==> src/design/tpt_pkg.sv <==
// shared constants of the three channel pulse timer core
// assumes a 16-bit register bus, byte address with bit 0 zero, be[1] = bits 15:8
package tpt_pkg;
    localparam int          NUM_CH     = 3;
    localparam int          NUM_TGR    = 8;
    localparam int          ADDR_W     = 7;
    localparam int          DATA_W     = 16;

    // byte address = {channel, register}; channel 3 slot holds the common word
    localparam logic [6:0]  OFF_COMMON = 7'h30;
    localparam logic [3:0]  REG_CTRL   = 4'h0;
    localparam logic [3:0]  REG_IO     = 4'h2;
    localparam logic [3:0]  REG_STAT   = 4'h4;
    localparam logic [3:0]  REG_CNT    = 4'h6;
    localparam logic [3:0]  REG_GENERAL_REG_A   = 4'h8;
    localparam logic [3:0]  REG_GENERAL_REG_B   = 4'ha;
    localparam logic [3:0]  REG_GENERAL_REG_C   = 4'hc;
    localparam logic [3:0]  REG_GENERAL_REG_D   = 4'he;

    localparam logic [15:0] CNT_RST    = 16'h0000;
    localparam logic [15:0] CNT_MAX    = 16'hffff;
    localparam logic [15:0] TGR_RST    = 16'hffff;
    localparam logic [2:0]  RUN_RST    = 3'h0;
    localparam logic [2:0]  SYNC_RST   = 3'h0;
    localparam logic [7:0]  CFG_RST    = 8'h00;
    localparam logic [4:0]  FLG_RST    = 5'h00;

    // counter control byte
    localparam int          CLR_HI     = 1;
    localparam int          CLR_LO     = 0;
    localparam int          CLK_EXT    = 2;
    localparam logic [1:0]  CLR_NONE   = 2'h0;
    localparam logic [1:0]  CLR_A      = 2'h1;
    localparam logic [1:0]  CLR_B      = 2'h2;
    localparam logic [1:0]  CLR_SYNC   = 2'h3;

    // operating mode byte
    localparam int          MODE_PHASE = 0;
    localparam int          MODE_BUFA  = 1;
    localparam int          MODE_BUFB  = 2;

    // pin io nibble: A and C in bits 7:4, B and D in bits 3:0
    localparam int          IO_CAPT    = 3;
    localparam int          IO_INIT    = 2;
    localparam int          IO_ACT_HI  = 1;
    localparam int          IO_ACT_LO  = 0;
    localparam int          EDGE_RISE  = 0;
    localparam int          EDGE_FALL  = 1;
    localparam logic [1:0]  ACT_NONE   = 2'h0;
    localparam logic [1:0]  ACT_LOW    = 2'h1;
    localparam logic [1:0]  ACT_HIGH   = 2'h2;
    localparam logic [1:0]  ACT_TOGGLE = 2'h3;

    // status byte, bits 3:0 match flags A..D
    localparam int          STAT_OVF   = 4;
    localparam int          CH_BITS    = 3;
endpackage

==> src/design/tpt_bus_if.sv <==
// register bus between the bus master end and the timer core
// assumes both ends run on the same clock; no clocking here
`timescale 1ns/10ps
`default_nettype none
interface tpt_bus_if;
    logic [6:0]  addr;
    logic [15:0] wdata;
    logic [1:0]  be;
    logic        wr;
    logic        rd;
    logic [15:0] rdata;

    modport dev  (input addr, input wdata, input be, input wr, input rd, output rdata);
    modport host (output addr, output wdata, output be, output wr, output rd, input rdata);
endinterface
`default_nettype wire

==> src/design/tpt_device.sv <==
// timer core: three counters, eight compare/capture registers, run and lockstep control
// assumes pins and event inputs are asynchronous; bus master obeys the host end's rules
//
// The register offsets and strobed register access were decided locally.
`timescale 1ns/10ps
`default_nettype none
// What this block does
// three independent 16-bit counters, channels 0-2
// counters reset to zero
// channels 1,2 count down only in phase mode
// master uses only 16-bit access for counters, registers
// eight general registers, compare or capture each
// general registers reset to all ones
// channel 0 C buffers A, D buffers B
// run register bits 2-0 start channels, reset zero
// run/lockstep bits 7-3 read zero, written zero
// stop counter before changing mode or clock
// stopping keeps the compare pin level
// io write while stopped drives initial level
// lockstep select register bits 2-0, reset zero
// counter write loads all lockstep counters together
// lockstep needs at least two channels selected
// lockstep clear needs clear source set to sync
// byte registers take byte or paired word access
// up count, free running or external events
// overflow flag on wrap, cleared by read-then-zero
// match flag on compare equality or capture
// step once per count edge while running
module tpt_device (
    input  wire logic       clk,
    input  wire logic       rst,
    tpt_bus_if.dev          bus,
    input  wire logic [2:0] eventIn,
    input  wire logic [1:0] phaseAIn,
    input  wire logic [1:0] phaseBIn,
    input  wire logic [7:0] pinIn,
    output logic [7:0]      pinOut,
    output logic [7:0]      pinOe
);
    function automatic logic [1:0] chanOf(input int i);
        return (i < 4) ? 2'h0 : ((i < 6) ? 2'h1 : 2'h2);
    endfunction

    function automatic int baseOf(input logic [1:0] c);
        return (c == 2'h0) ? 0 : ((c == 2'h1) ? 4 : 6);
    endfunction

    function automatic logic [3:0] nib(input logic [7:0] b, input int l);
        return (l % 2 == 0) ? b[7:4] : b[3:0];
    endfunction

    logic [15:0] cnt [3];
    logic [15:0] compare_capture_value [8];
    logic [7:0]  ctrl [3];
    logic [7:0]  mode [3];
    logic [7:0]  io [6];
    logic [4:0]  flg [3];
    logic [4:0]  seen [3];
    logic [2:0]  run;
    logic [2:0]  sync;
    logic [14:0] sA;
    logic [14:0] sB;
    logic [14:0] sC;

    logic [1:0]  ach;
    logic [3:0]  areg;
    logic        chOk;
    logic        isCom;
    logic        full;
    logic [2:0]  step;
    logic [2:0]  up;
    logic [2:0]  ownClr;
    logic [2:0]  clr;
    logic [2:0]  load;
    logic [2:0]  ovf;
    logic [7:0]  match;
    logic [7:0]  capt;
    logic [7:0]  ev;
    logic [7:0]  own;
    logic [7:0]  wrTgr;
    logic [7:0]  ioLoad;
    logic [3:0]  ioNew [8];
    logic [3:0]  ioNib [8];
    logic [4:0]  flgSet [3];
    logic [15:0] rdMux;

    // pins enter through two flops; sC only keeps the previous settled value
    always_ff @(posedge clk or posedge rst) begin
        if (rst) begin
            sA <= 15'h0000;
            sB <= 15'h0000;
            sC <= 15'h0000;
        end else begin
            sA <= {pinIn, phaseBIn, phaseAIn, eventIn};
            sB <= sA;
            sC <= sB;
        end
    end

    always_comb begin
        ach   = bus.addr[5:4];
        areg  = bus.addr[3:0];
        chOk  = ~bus.addr[6] && ach != 2'h3;
        isCom = bus.addr == tpt_pkg::OFF_COMMON;
        full  = &bus.be;
        for (int c = 0; c < 3; c++) begin
            up[c]   = 1'b1;
            step[c] = run[c] & (ctrl[c][tpt_pkg::CLK_EXT] ? (sB[c] & ~sC[c]) : 1'b1);
            if (c != 0 && mode[c][tpt_pkg::MODE_PHASE]) begin
                step[c] = run[c] & ((sB[2+c] ^ sC[2+c]) | (sB[4+c] ^ sC[4+c]));
                up[c]   = sB[2+c] ^ sC[4+c];
            end
            load[c] = bus.wr && chOk && areg == tpt_pkg::REG_CNT && full
                      && (ach == 2'(c) || (sync[c] && sync[ach]));
        end
        for (int i = 0; i < 8; i++) begin
            ioNib[i]  = nib(io[2*chanOf(i) + (i - baseOf(chanOf(i)))/2], i - baseOf(chanOf(i)));
            own[i]    = ~((i == 2 && mode[0][tpt_pkg::MODE_BUFA]) || (i == 3 && mode[0][tpt_pkg::MODE_BUFB]));
            capt[i]   = own[i] && ioNib[i][tpt_pkg::IO_CAPT]
                        && ((ioNib[i][tpt_pkg::EDGE_RISE] && sB[7+i] && ~sC[7+i])
                        || (ioNib[i][tpt_pkg::EDGE_FALL] && ~sB[7+i] && sC[7+i]));
            match[i]  = own[i] && ~ioNib[i][tpt_pkg::IO_CAPT]
                        && step[chanOf(i)] && cnt[chanOf(i)] == compare_capture_value[i];
            ev[i]     = capt[i] | match[i];
            wrTgr[i]  = bus.wr && chOk && full && ach == chanOf(i)
                        && areg == tpt_pkg::REG_GENERAL_REG_A + 4'(2 * (i - baseOf(chanOf(i))));
            ioLoad[i] = bus.wr && chOk && areg == tpt_pkg::REG_IO && ach == chanOf(i)
                        && (((i - baseOf(chanOf(i))) < 2) ? bus.be[1] : (bus.be[0] && i < 4));
            ioNew[i]  = nib(((i - baseOf(chanOf(i))) < 2) ? bus.wdata[15:8] : bus.wdata[7:0], i - baseOf(chanOf(i)));
        end
        for (int c = 0; c < 3; c++) begin
            ownClr[c] = (ctrl[c][tpt_pkg::CLR_HI:tpt_pkg::CLR_LO] == tpt_pkg::CLR_A && ev[baseOf(2'(c))])
                        || (ctrl[c][tpt_pkg::CLR_HI:tpt_pkg::CLR_LO] == tpt_pkg::CLR_B && ev[baseOf(2'(c)) + 1]);
        end
        for (int c = 0; c < 3; c++) begin
            clr[c] = ownClr[c] || (ctrl[c][tpt_pkg::CLR_HI:tpt_pkg::CLR_LO] == tpt_pkg::CLR_SYNC
                     && sync[c] && |(ownClr & sync));
            ovf[c] = step[c] && up[c] && cnt[c] == tpt_pkg::CNT_MAX && ~clr[c] && ~load[c];
        end
        flgSet[0] = {ovf[0], ev[3:0]};
        flgSet[1] = {ovf[1], 2'h0, ev[5:4]};
        flgSet[2] = {ovf[2], 2'h0, ev[7:6]};
    end

    always_ff @(posedge clk or posedge rst) begin
        if (rst) begin
            for (int c = 0; c < 3; c++) begin
                cnt[c] <= tpt_pkg::CNT_RST;
            end
        end else begin
            for (int c = 0; c < 3; c++) begin
                if (load[c]) begin
                    cnt[c] <= bus.wdata;
                end else if (clr[c]) begin
                    cnt[c] <= tpt_pkg::CNT_RST;
                end else if (step[c]) begin
                    cnt[c] <= up[c] ? cnt[c] + 16'h0001 : cnt[c] - 16'h0001;
                end
            end
        end
    end

    always_ff @(posedge clk or posedge rst) begin
        if (rst) begin
            for (int i = 0; i < 8; i++) begin
                compare_capture_value[i] <= tpt_pkg::TGR_RST;
            end
        end else begin
            for (int i = 0; i < 8; i++) begin
                if (wrTgr[i]) begin
                    compare_capture_value[i] <= bus.wdata;
                end else if (capt[i]) begin
                    compare_capture_value[i] <= cnt[chanOf(i)];
                end
            end
            // buffer moves: compare pulls from the buffer, capture pushes the old value into it
            if (!wrTgr[0] && match[0] && mode[0][tpt_pkg::MODE_BUFA]) begin
                compare_capture_value[0] <= compare_capture_value[2];
            end
            if (!wrTgr[1] && match[1] && mode[0][tpt_pkg::MODE_BUFB]) begin
                compare_capture_value[1] <= compare_capture_value[3];
            end
            if (!wrTgr[2] && capt[0] && mode[0][tpt_pkg::MODE_BUFA]) begin
                compare_capture_value[2] <= compare_capture_value[0];
            end
            if (!wrTgr[3] && capt[1] && mode[0][tpt_pkg::MODE_BUFB]) begin
                compare_capture_value[3] <= compare_capture_value[1];
            end
        end
    end

    always_ff @(posedge clk or posedge rst) begin
        if (rst) begin
            run  <= tpt_pkg::RUN_RST;
            sync <= tpt_pkg::SYNC_RST;
            for (int c = 0; c < 3; c++) begin
                ctrl[c] <= tpt_pkg::CFG_RST;
                mode[c] <= tpt_pkg::CFG_RST;
            end
            for (int b = 0; b < 6; b++) begin
                io[b] <= tpt_pkg::CFG_RST;
            end
        end else if (bus.wr) begin
            if (isCom && bus.be[1]) begin
                run <= bus.wdata[8 +: tpt_pkg::CH_BITS];
            end
            if (isCom && bus.be[0]) begin
                sync <= bus.wdata[0 +: tpt_pkg::CH_BITS];
            end
            if (chOk && areg == tpt_pkg::REG_CTRL && bus.be[1]) begin
                ctrl[ach] <= bus.wdata[15:8];
            end
            if (chOk && areg == tpt_pkg::REG_CTRL && bus.be[0]) begin
                mode[ach] <= bus.wdata[7:0];
            end
            if (chOk && areg == tpt_pkg::REG_IO && bus.be[1]) begin
                io[{ach, 1'b0}] <= bus.wdata[15:8];
            end
            if (chOk && areg == tpt_pkg::REG_IO && bus.be[0] && ach == 2'h0) begin
                io[1] <= bus.wdata[7:0];
            end
        end
    end

    // a stopped counter produces no match, so the pin simply holds
    always_ff @(posedge clk or posedge rst) begin
        if (rst) begin
            pinOut <= 8'h00;
            pinOe  <= 8'h00;
        end else begin
            for (int i = 0; i < 8; i++) begin
                pinOe[i] <= ~ioNib[i][tpt_pkg::IO_CAPT];
                if (ioLoad[i] && !run[chanOf(i)]) begin
                    pinOut[i] <= ioNew[i][tpt_pkg::IO_INIT];
                end else if (match[i]) begin
                    unique case (ioNib[i][tpt_pkg::IO_ACT_HI:tpt_pkg::IO_ACT_LO])
                        tpt_pkg::ACT_NONE:   pinOut[i] <= pinOut[i];
                        tpt_pkg::ACT_LOW:    pinOut[i] <= 1'b0;
                        tpt_pkg::ACT_HIGH:   pinOut[i] <= 1'b1;
                        tpt_pkg::ACT_TOGGLE: pinOut[i] <= ~pinOut[i];
                    endcase
                end
            end
        end
    end

    // set beats clear; clearing needs a prior read that saw the flag at one
    always_ff @(posedge clk or posedge rst) begin
        if (rst) begin
            for (int c = 0; c < 3; c++) begin
                flg[c]  <= tpt_pkg::FLG_RST;
                seen[c] <= tpt_pkg::FLG_RST;
            end
        end else begin
            for (int c = 0; c < 3; c++) begin
                if (bus.wr && chOk && ach == 2'(c) && areg == tpt_pkg::REG_STAT && bus.be[1]) begin
                    flg[c]  <= (flg[c] & ~(seen[c] & ~bus.wdata[12:8])) | flgSet[c];
                    seen[c] <= seen[c] & bus.wdata[12:8];
                end else begin
                    flg[c] <= flg[c] | flgSet[c];
                    if (bus.rd && chOk && ach == 2'(c) && areg == tpt_pkg::REG_STAT) begin
                        seen[c] <= seen[c] | flg[c];
                    end
                end
            end
        end
    end

    always_comb begin
        rdMux = 16'h0000;
        if (isCom) begin
            rdMux = {5'h00, run, 5'h00, sync};
        end else if (chOk) begin
            unique case (areg)
                tpt_pkg::REG_CTRL: rdMux = {ctrl[ach], mode[ach]};
                tpt_pkg::REG_IO:   rdMux = {io[{ach, 1'b0}], io[{ach, 1'b1}]};
                tpt_pkg::REG_STAT: rdMux = {3'h0, flg[ach], 8'h00};
                tpt_pkg::REG_CNT:  rdMux = cnt[ach];
                tpt_pkg::REG_GENERAL_REG_A: rdMux = compare_capture_value[baseOf(ach)];
                tpt_pkg::REG_GENERAL_REG_B: rdMux = compare_capture_value[baseOf(ach) + 1];
                tpt_pkg::REG_GENERAL_REG_C: rdMux = (ach == 2'h0) ? compare_capture_value[2] : 16'h0000;
                tpt_pkg::REG_GENERAL_REG_D: rdMux = (ach == 2'h0) ? compare_capture_value[3] : 16'h0000;
                default:           rdMux = 16'h0000;
            endcase
        end
    end

    always_ff @(posedge clk or posedge rst) begin
        if (rst) begin
            bus.rdata <= 16'h0000;
        end else if (bus.rd) begin
            bus.rdata <= rdMux;
        end
    end
endmodule
`default_nettype wire

==> src/flat_wrapper.sv <==
// flat-port wrapper written by rule: the top's interface ports become plain ports
module tpt_device_flat 
  (clk, rst, eventIn, phaseAIn, phaseBIn, pinIn, pinOut, pinOe, bus_addr, bus_wdata, bus_be, bus_wr, bus_rd, bus_rdata);
  tpt_bus_if bus_i ();
  input  wire logic clk;
  input  wire logic rst;
  input  wire logic [2:0] eventIn;
  input  wire logic [1:0] phaseAIn;
  input  wire logic [1:0] phaseBIn;
  input  wire logic [7:0] pinIn;
  output logic [7:0] pinOut;
  output logic [7:0] pinOe;
  input wire logic [$bits(bus_i.addr)-1:0] bus_addr;
  input wire logic [$bits(bus_i.wdata)-1:0] bus_wdata;
  input wire logic [$bits(bus_i.be)-1:0] bus_be;
  input wire logic [$bits(bus_i.wr)-1:0] bus_wr;
  input wire logic [$bits(bus_i.rd)-1:0] bus_rd;
  output wire logic [$bits(bus_i.rdata)-1:0] bus_rdata;
  assign bus_i.addr = bus_addr;
  assign bus_i.wdata = bus_wdata;
  assign bus_i.be = bus_be;
  assign bus_i.wr = bus_wr;
  assign bus_i.rd = bus_rd;
  assign bus_rdata = bus_i.rdata;
  tpt_device u_core (.clk(clk), .rst(rst), .bus(bus_i), .eventIn(eventIn), .phaseAIn(phaseAIn), .phaseBIn(phaseBIn), .pinIn(pinIn), .pinOut(pinOut), .pinOe(pinOe));
endmodule
==> config.mk <==
export PLATFORM = sky130hd
export DESIGN_NAME = tpt_device_flat
export DESIGN_NICKNAME = d
export VERILOG_FILES = /design/src/design/tpt_pkg.sv /design/src/design/tpt_bus_if.sv /design/src/design/tpt_device.sv /design/src/flat_wrapper.sv
export SDC_FILE = /design/constraint.sdc
export NUM_CORES = 1
export LEC_CHECK = 0
export BUFFER_PORTS_ARGS = -buffer_cell sky130_fd_sc_hd__clkbuf_2
export CAP_MARGIN = 30
export CORE_MARGIN = 1
export CORE_UTILIZATION = 52
export CTS_CLUSTER_DIAMETER = 150
export DETAILED_ROUTE_END_ITERATION = 16
export GPL_TIMING_DRIVEN = 0
export PLACE_DENSITY = 0.75
export SLEW_MARGIN = 20
export SYNTH_ARGS = -nofsm -noshare
export SYNTH_HDL_FRONTEND = slang
export SYNTH_SLANG_ARGS = --single-unit
export TNS_END_PERCENT = 50
==> constraint.sdc <==
create_clock -name clk -period 13 [get_ports clk]
set_input_delay 1.3 -clock clk [delete_from_list [all_inputs] [get_ports clk]]
set_output_delay 1.3 -clock clk [all_outputs]
set_load 0.02 [all_outputs]
==> flow_summary.yaml <==
power:
  cellPowerDensity_mw_per_mm2: 143
  ir_drop_mv: 0.118
  power.leakage_nw: 10.9
place:
  dp.final_hpwl_um: 71700
  placed_cells: 3075
  portBuffers: 68
  place_congestion: 1.07
timing:
  hold_viol: 0
  worstMarginPinSlew_ns: 1.09
  fin_worst_skew_ns: 0.0372
  tns_ns: 0
  slew_violations: 0
  grt_setup_unrepaired: "no"
  min_period_over_period_pct: 33.8
  slew_headroom_pct: 27.3
  finalWorstPathRequiredPeriod_ns: 4.40
  finalSetupViolations: 0
  fmax_ghz: 0.227
clock_tree:
  clk_pin_slew_ns: 0.06
  ctsHoldBuffers: 0
  htreeDepth: 2
  clk_path_buf_depth: 3
  numCtsBuffers: 43
  clock_sinks: 369
  post_cts_buffers: 0
  cts_resized: 0
  cts_root_buf: "clkbuf_16"
  clock_latency_ns: 0.62
  tritoncts: "done"
route:
  finalWirelength_um: 95900
  firstDrtPassIters: 9
  viasPerCell: 6.73
  ant_nets: 0
  drcViolationCount: 0
  wl_per_cell_um: 30.4
  dr_total_vias: 21200
  first_iter_violations: 3070
floorplan:
  chipWidth_um: 210
  rows: 75
  dieArea_sq_mm: 0.0439
  start_util_pct: 53.1
  die_h_um: 210
  pin_count: 76
  core-area_sq_mm: 0.0422
yosys:
  synth_fp_nets: 2531
  syn_area_sq_mm: 0.0224
  ys_seq_area_share_pct: 41.9
  synthArstFlopShare_pct: 100
  synthTopCellsByCount: "nand2_1 (260), dfrtp_1 (241), o21ai_0 (193)"
  ys_seq_elements: 369
  yosysMostFrequentCell: "nand2_1"
  synthCells: 2456
  yosysUniqueCellTypes: 82
  yosysWarnings: 0
  synth_ff_type: "dfrtp_1"
  syn_avg_cell_area_sq_um: 9.13
  synth_area_leaders: "dfrtp_1 (27%), dfstp_2 (15%), mux2i_1 (7.3%), nand2_1 (4.4%), o21ai_0 (4.3%)"
  yosys.area.top_type: "dfrtp_1"
  synth_edf_count: 0
  synth_top_area_share_pct: 26.9
worst_setup_path:
  critPathKind: "in2reg"
  crit_family: "buffers and inverters"
  path_cells: "clkbuf_2, clkbuf_1, clkbuf_1, buf_2, mux2i_1, o21ai_0, a22oi_1, nand2_1, o21ai_0, o21ai_0"
  cp_max_fo: 10
  path_buf_inv: 4
  worstSetupEndpointType: "flip-flop"
  slowest_stage: "clkbuf_1"
  slowest_delay_ns: 0.70
  timing.critical_path.mode_cell: "o21ai_0"
  start_kind: "input port"
  cp.required_ns: 13.45
  critPathArrivalTime_ns: 4.85
finish:
  seq_area_sq_mm: 0.00939
  fin_cells: 3156
  antennaDiodeCount: 0
  final_nets: 2658
  multi_input_comb_area_sq_mm: 0.0119
  syn_to_final_growth_pct: 12.3
  drive_gt1_share_pct: 18.1
  fillerInstances: 3771
global_route:
  grt_pass1_wl_um: 139000
  antenna_found_initial: 3
  first_global_vias: 20400
  grt_max_degree: 109
  grt_overflow_total: 0
  track_usage_pct: 43.8
outcome:
  status: "finished, final reports clean"
job:
  drv_cap: 0
min_path:
  hold_class: "reg2reg"
final cells by class:
| type | instances | area share, % |
|---|---|---|
| well taps | 539 | 2.68 |
| inverters | 46 | 0.716 |
| clock buffers | 53 | 4.58 |
| clock inverters | 26 | 1.42 |
| plain buffers | 211 | 3.71 |
| multi-input cells | 1830 | 47.4 |
| repair buffers | 82 | 2.19 |
| flip-flops and latches | 369 | 37.3 |
path summary, 6_finish.rpt:
| check | startpoint | endpoint | slack (ns) | cells past startpoint |
|---|---|---|---|---|
| setup reg to reg | u_core.ctrl[10]$_DFFE_PP0P_ | u_core.flg[14]$_DFF_PP0_ | 9.00 | 9 |
| hold / removal | u_core.sA[6]$_DFF_PP0_ | u_core.sB[6]$_DFF_PP0_ | 0.35 | 0 |
| max in group asynchronous | rst | u_core.compare_capture_value[40]$_DFFE_PP1P_ | 11.30 | 3 |
| min in group asynchronous | rst | u_core.sC[8]$_DFF_PP0_ | 0.73 | 2 |
| setup / recovery | bus_addr[4] | u_core.bus.rdata[7]$_DFFE_PP0P_ | 8.60 | 10 |
| hold reg to reg | u_core.sA[6]$_DFF_PP0_ | u_core.sB[6]$_DFF_PP0_ | 0.35 | 0 |
cell families (layout without fill, tap and decap cells):
| logic type | count (synthesis) | after routing | share of synthesized area (%) |
|---|---|---|---|
| buffers and inverters | 257 | 418 | 4.92 |
| AO/OA/AOI/OAI | 637 | 637 | 18.3 |
| AND/OR/NAND/NOR | 766 | 766 | 15.9 |
| multiplexers | 237 | 237 | 11.0 |
| adder cells (fa/ha/maj) | 31 | 31 | 1.80 |
| XOR/XNOR | 159 | 159 | 6.21 |
| flip-flops | 369 | 369 | 41.9 |
flip-flops by register name, summed over array words and instances (netlist names):
name,cells
u_core.seen,15
u_core.io,32
u_core.sA,15
u_core.run,3
u_core.sB,15
u_core.sC,15
u_core.flg,15
u_core.pinOut,8
u_core.ctrl,24
u_core.mode,24
u_core.pinOe,8
u_core.bus.rdata,16
u_core.compare_capture_value,128
u_core.sync,3
u_core.cnt,48
through the flow:
step / hold WS (ns) / power [mW] / setup slack, ns / utilization (%) / instance area (sq um)
floorplan: 0.331 / 1.96 / 1.67 / - / 22400
global placement: 0.332 / 2.22 / -2.59 / 55.5 / 23400
detailed placement: 0.336 / 2.26 / 8.27 / 56.0 / 23600
CTS: 0.348 / 3.57 / 8.91 / 59.6 / 25200
global route: 0.356 / 3.70 / 8.64 / 59.6 / 25200
finish: 0.347 / 3.59 / 8.60 / 59.6 / 25200
report_power, final:
group,total [mW],switching [mW],leakage (nW),internal [mW]
registers,1.34,0.0916,4.34,1.25
clock network,1.32,0.543,0.736,0.777
logic,0.937,0.582,5.86,0.355
placed cells by master, fill, tap and decap left out, types with 10 or more instances in the layout:
cell type / instances
nor4_1: 14
nor2b_1: 13
nand2b_1: 20
a32oi_1: 15
nand4_1: 34
o31a_1: 13
and2_1: 19
xnor2_1: 105
buf_6: 11
nor2_1: 178
nor3_1: 87
clkinv_2: 11
a21oi_1: 139
and3_1: 20
a22oi_1: 42
a221oi_1: 16
nand3_1: 81
ha_1: 29
o22ai_1: 38
a31oi_1: 12
xor2_1: 54
a211oi_1: 36
buf_1: 13
dfrtp_1: 241
nand2_1: 260
inv_1: 44
o31ai_1: 26
clkbuf_2: 72
clkbuf_1: 132
mux2_2: 73
dfstp_2: 128
buf_2: 60
clkbuf_16: 43
nand3b_1: 11
mux2i_1: 164
a21o_1: 23
a211oi_2: 10
o21ai_0: 193
layer usage:
metal	share of wire, %	global-route usage (%)	up-vias
met4	7.1	28.2	2
met1	39	57.6	10500
li1	-	-	9048
met3	11	9.92	340
met5	0.014	0	-
met2	43	65.2	1369
Note: power is estimated with default switching activity, not from simulation.
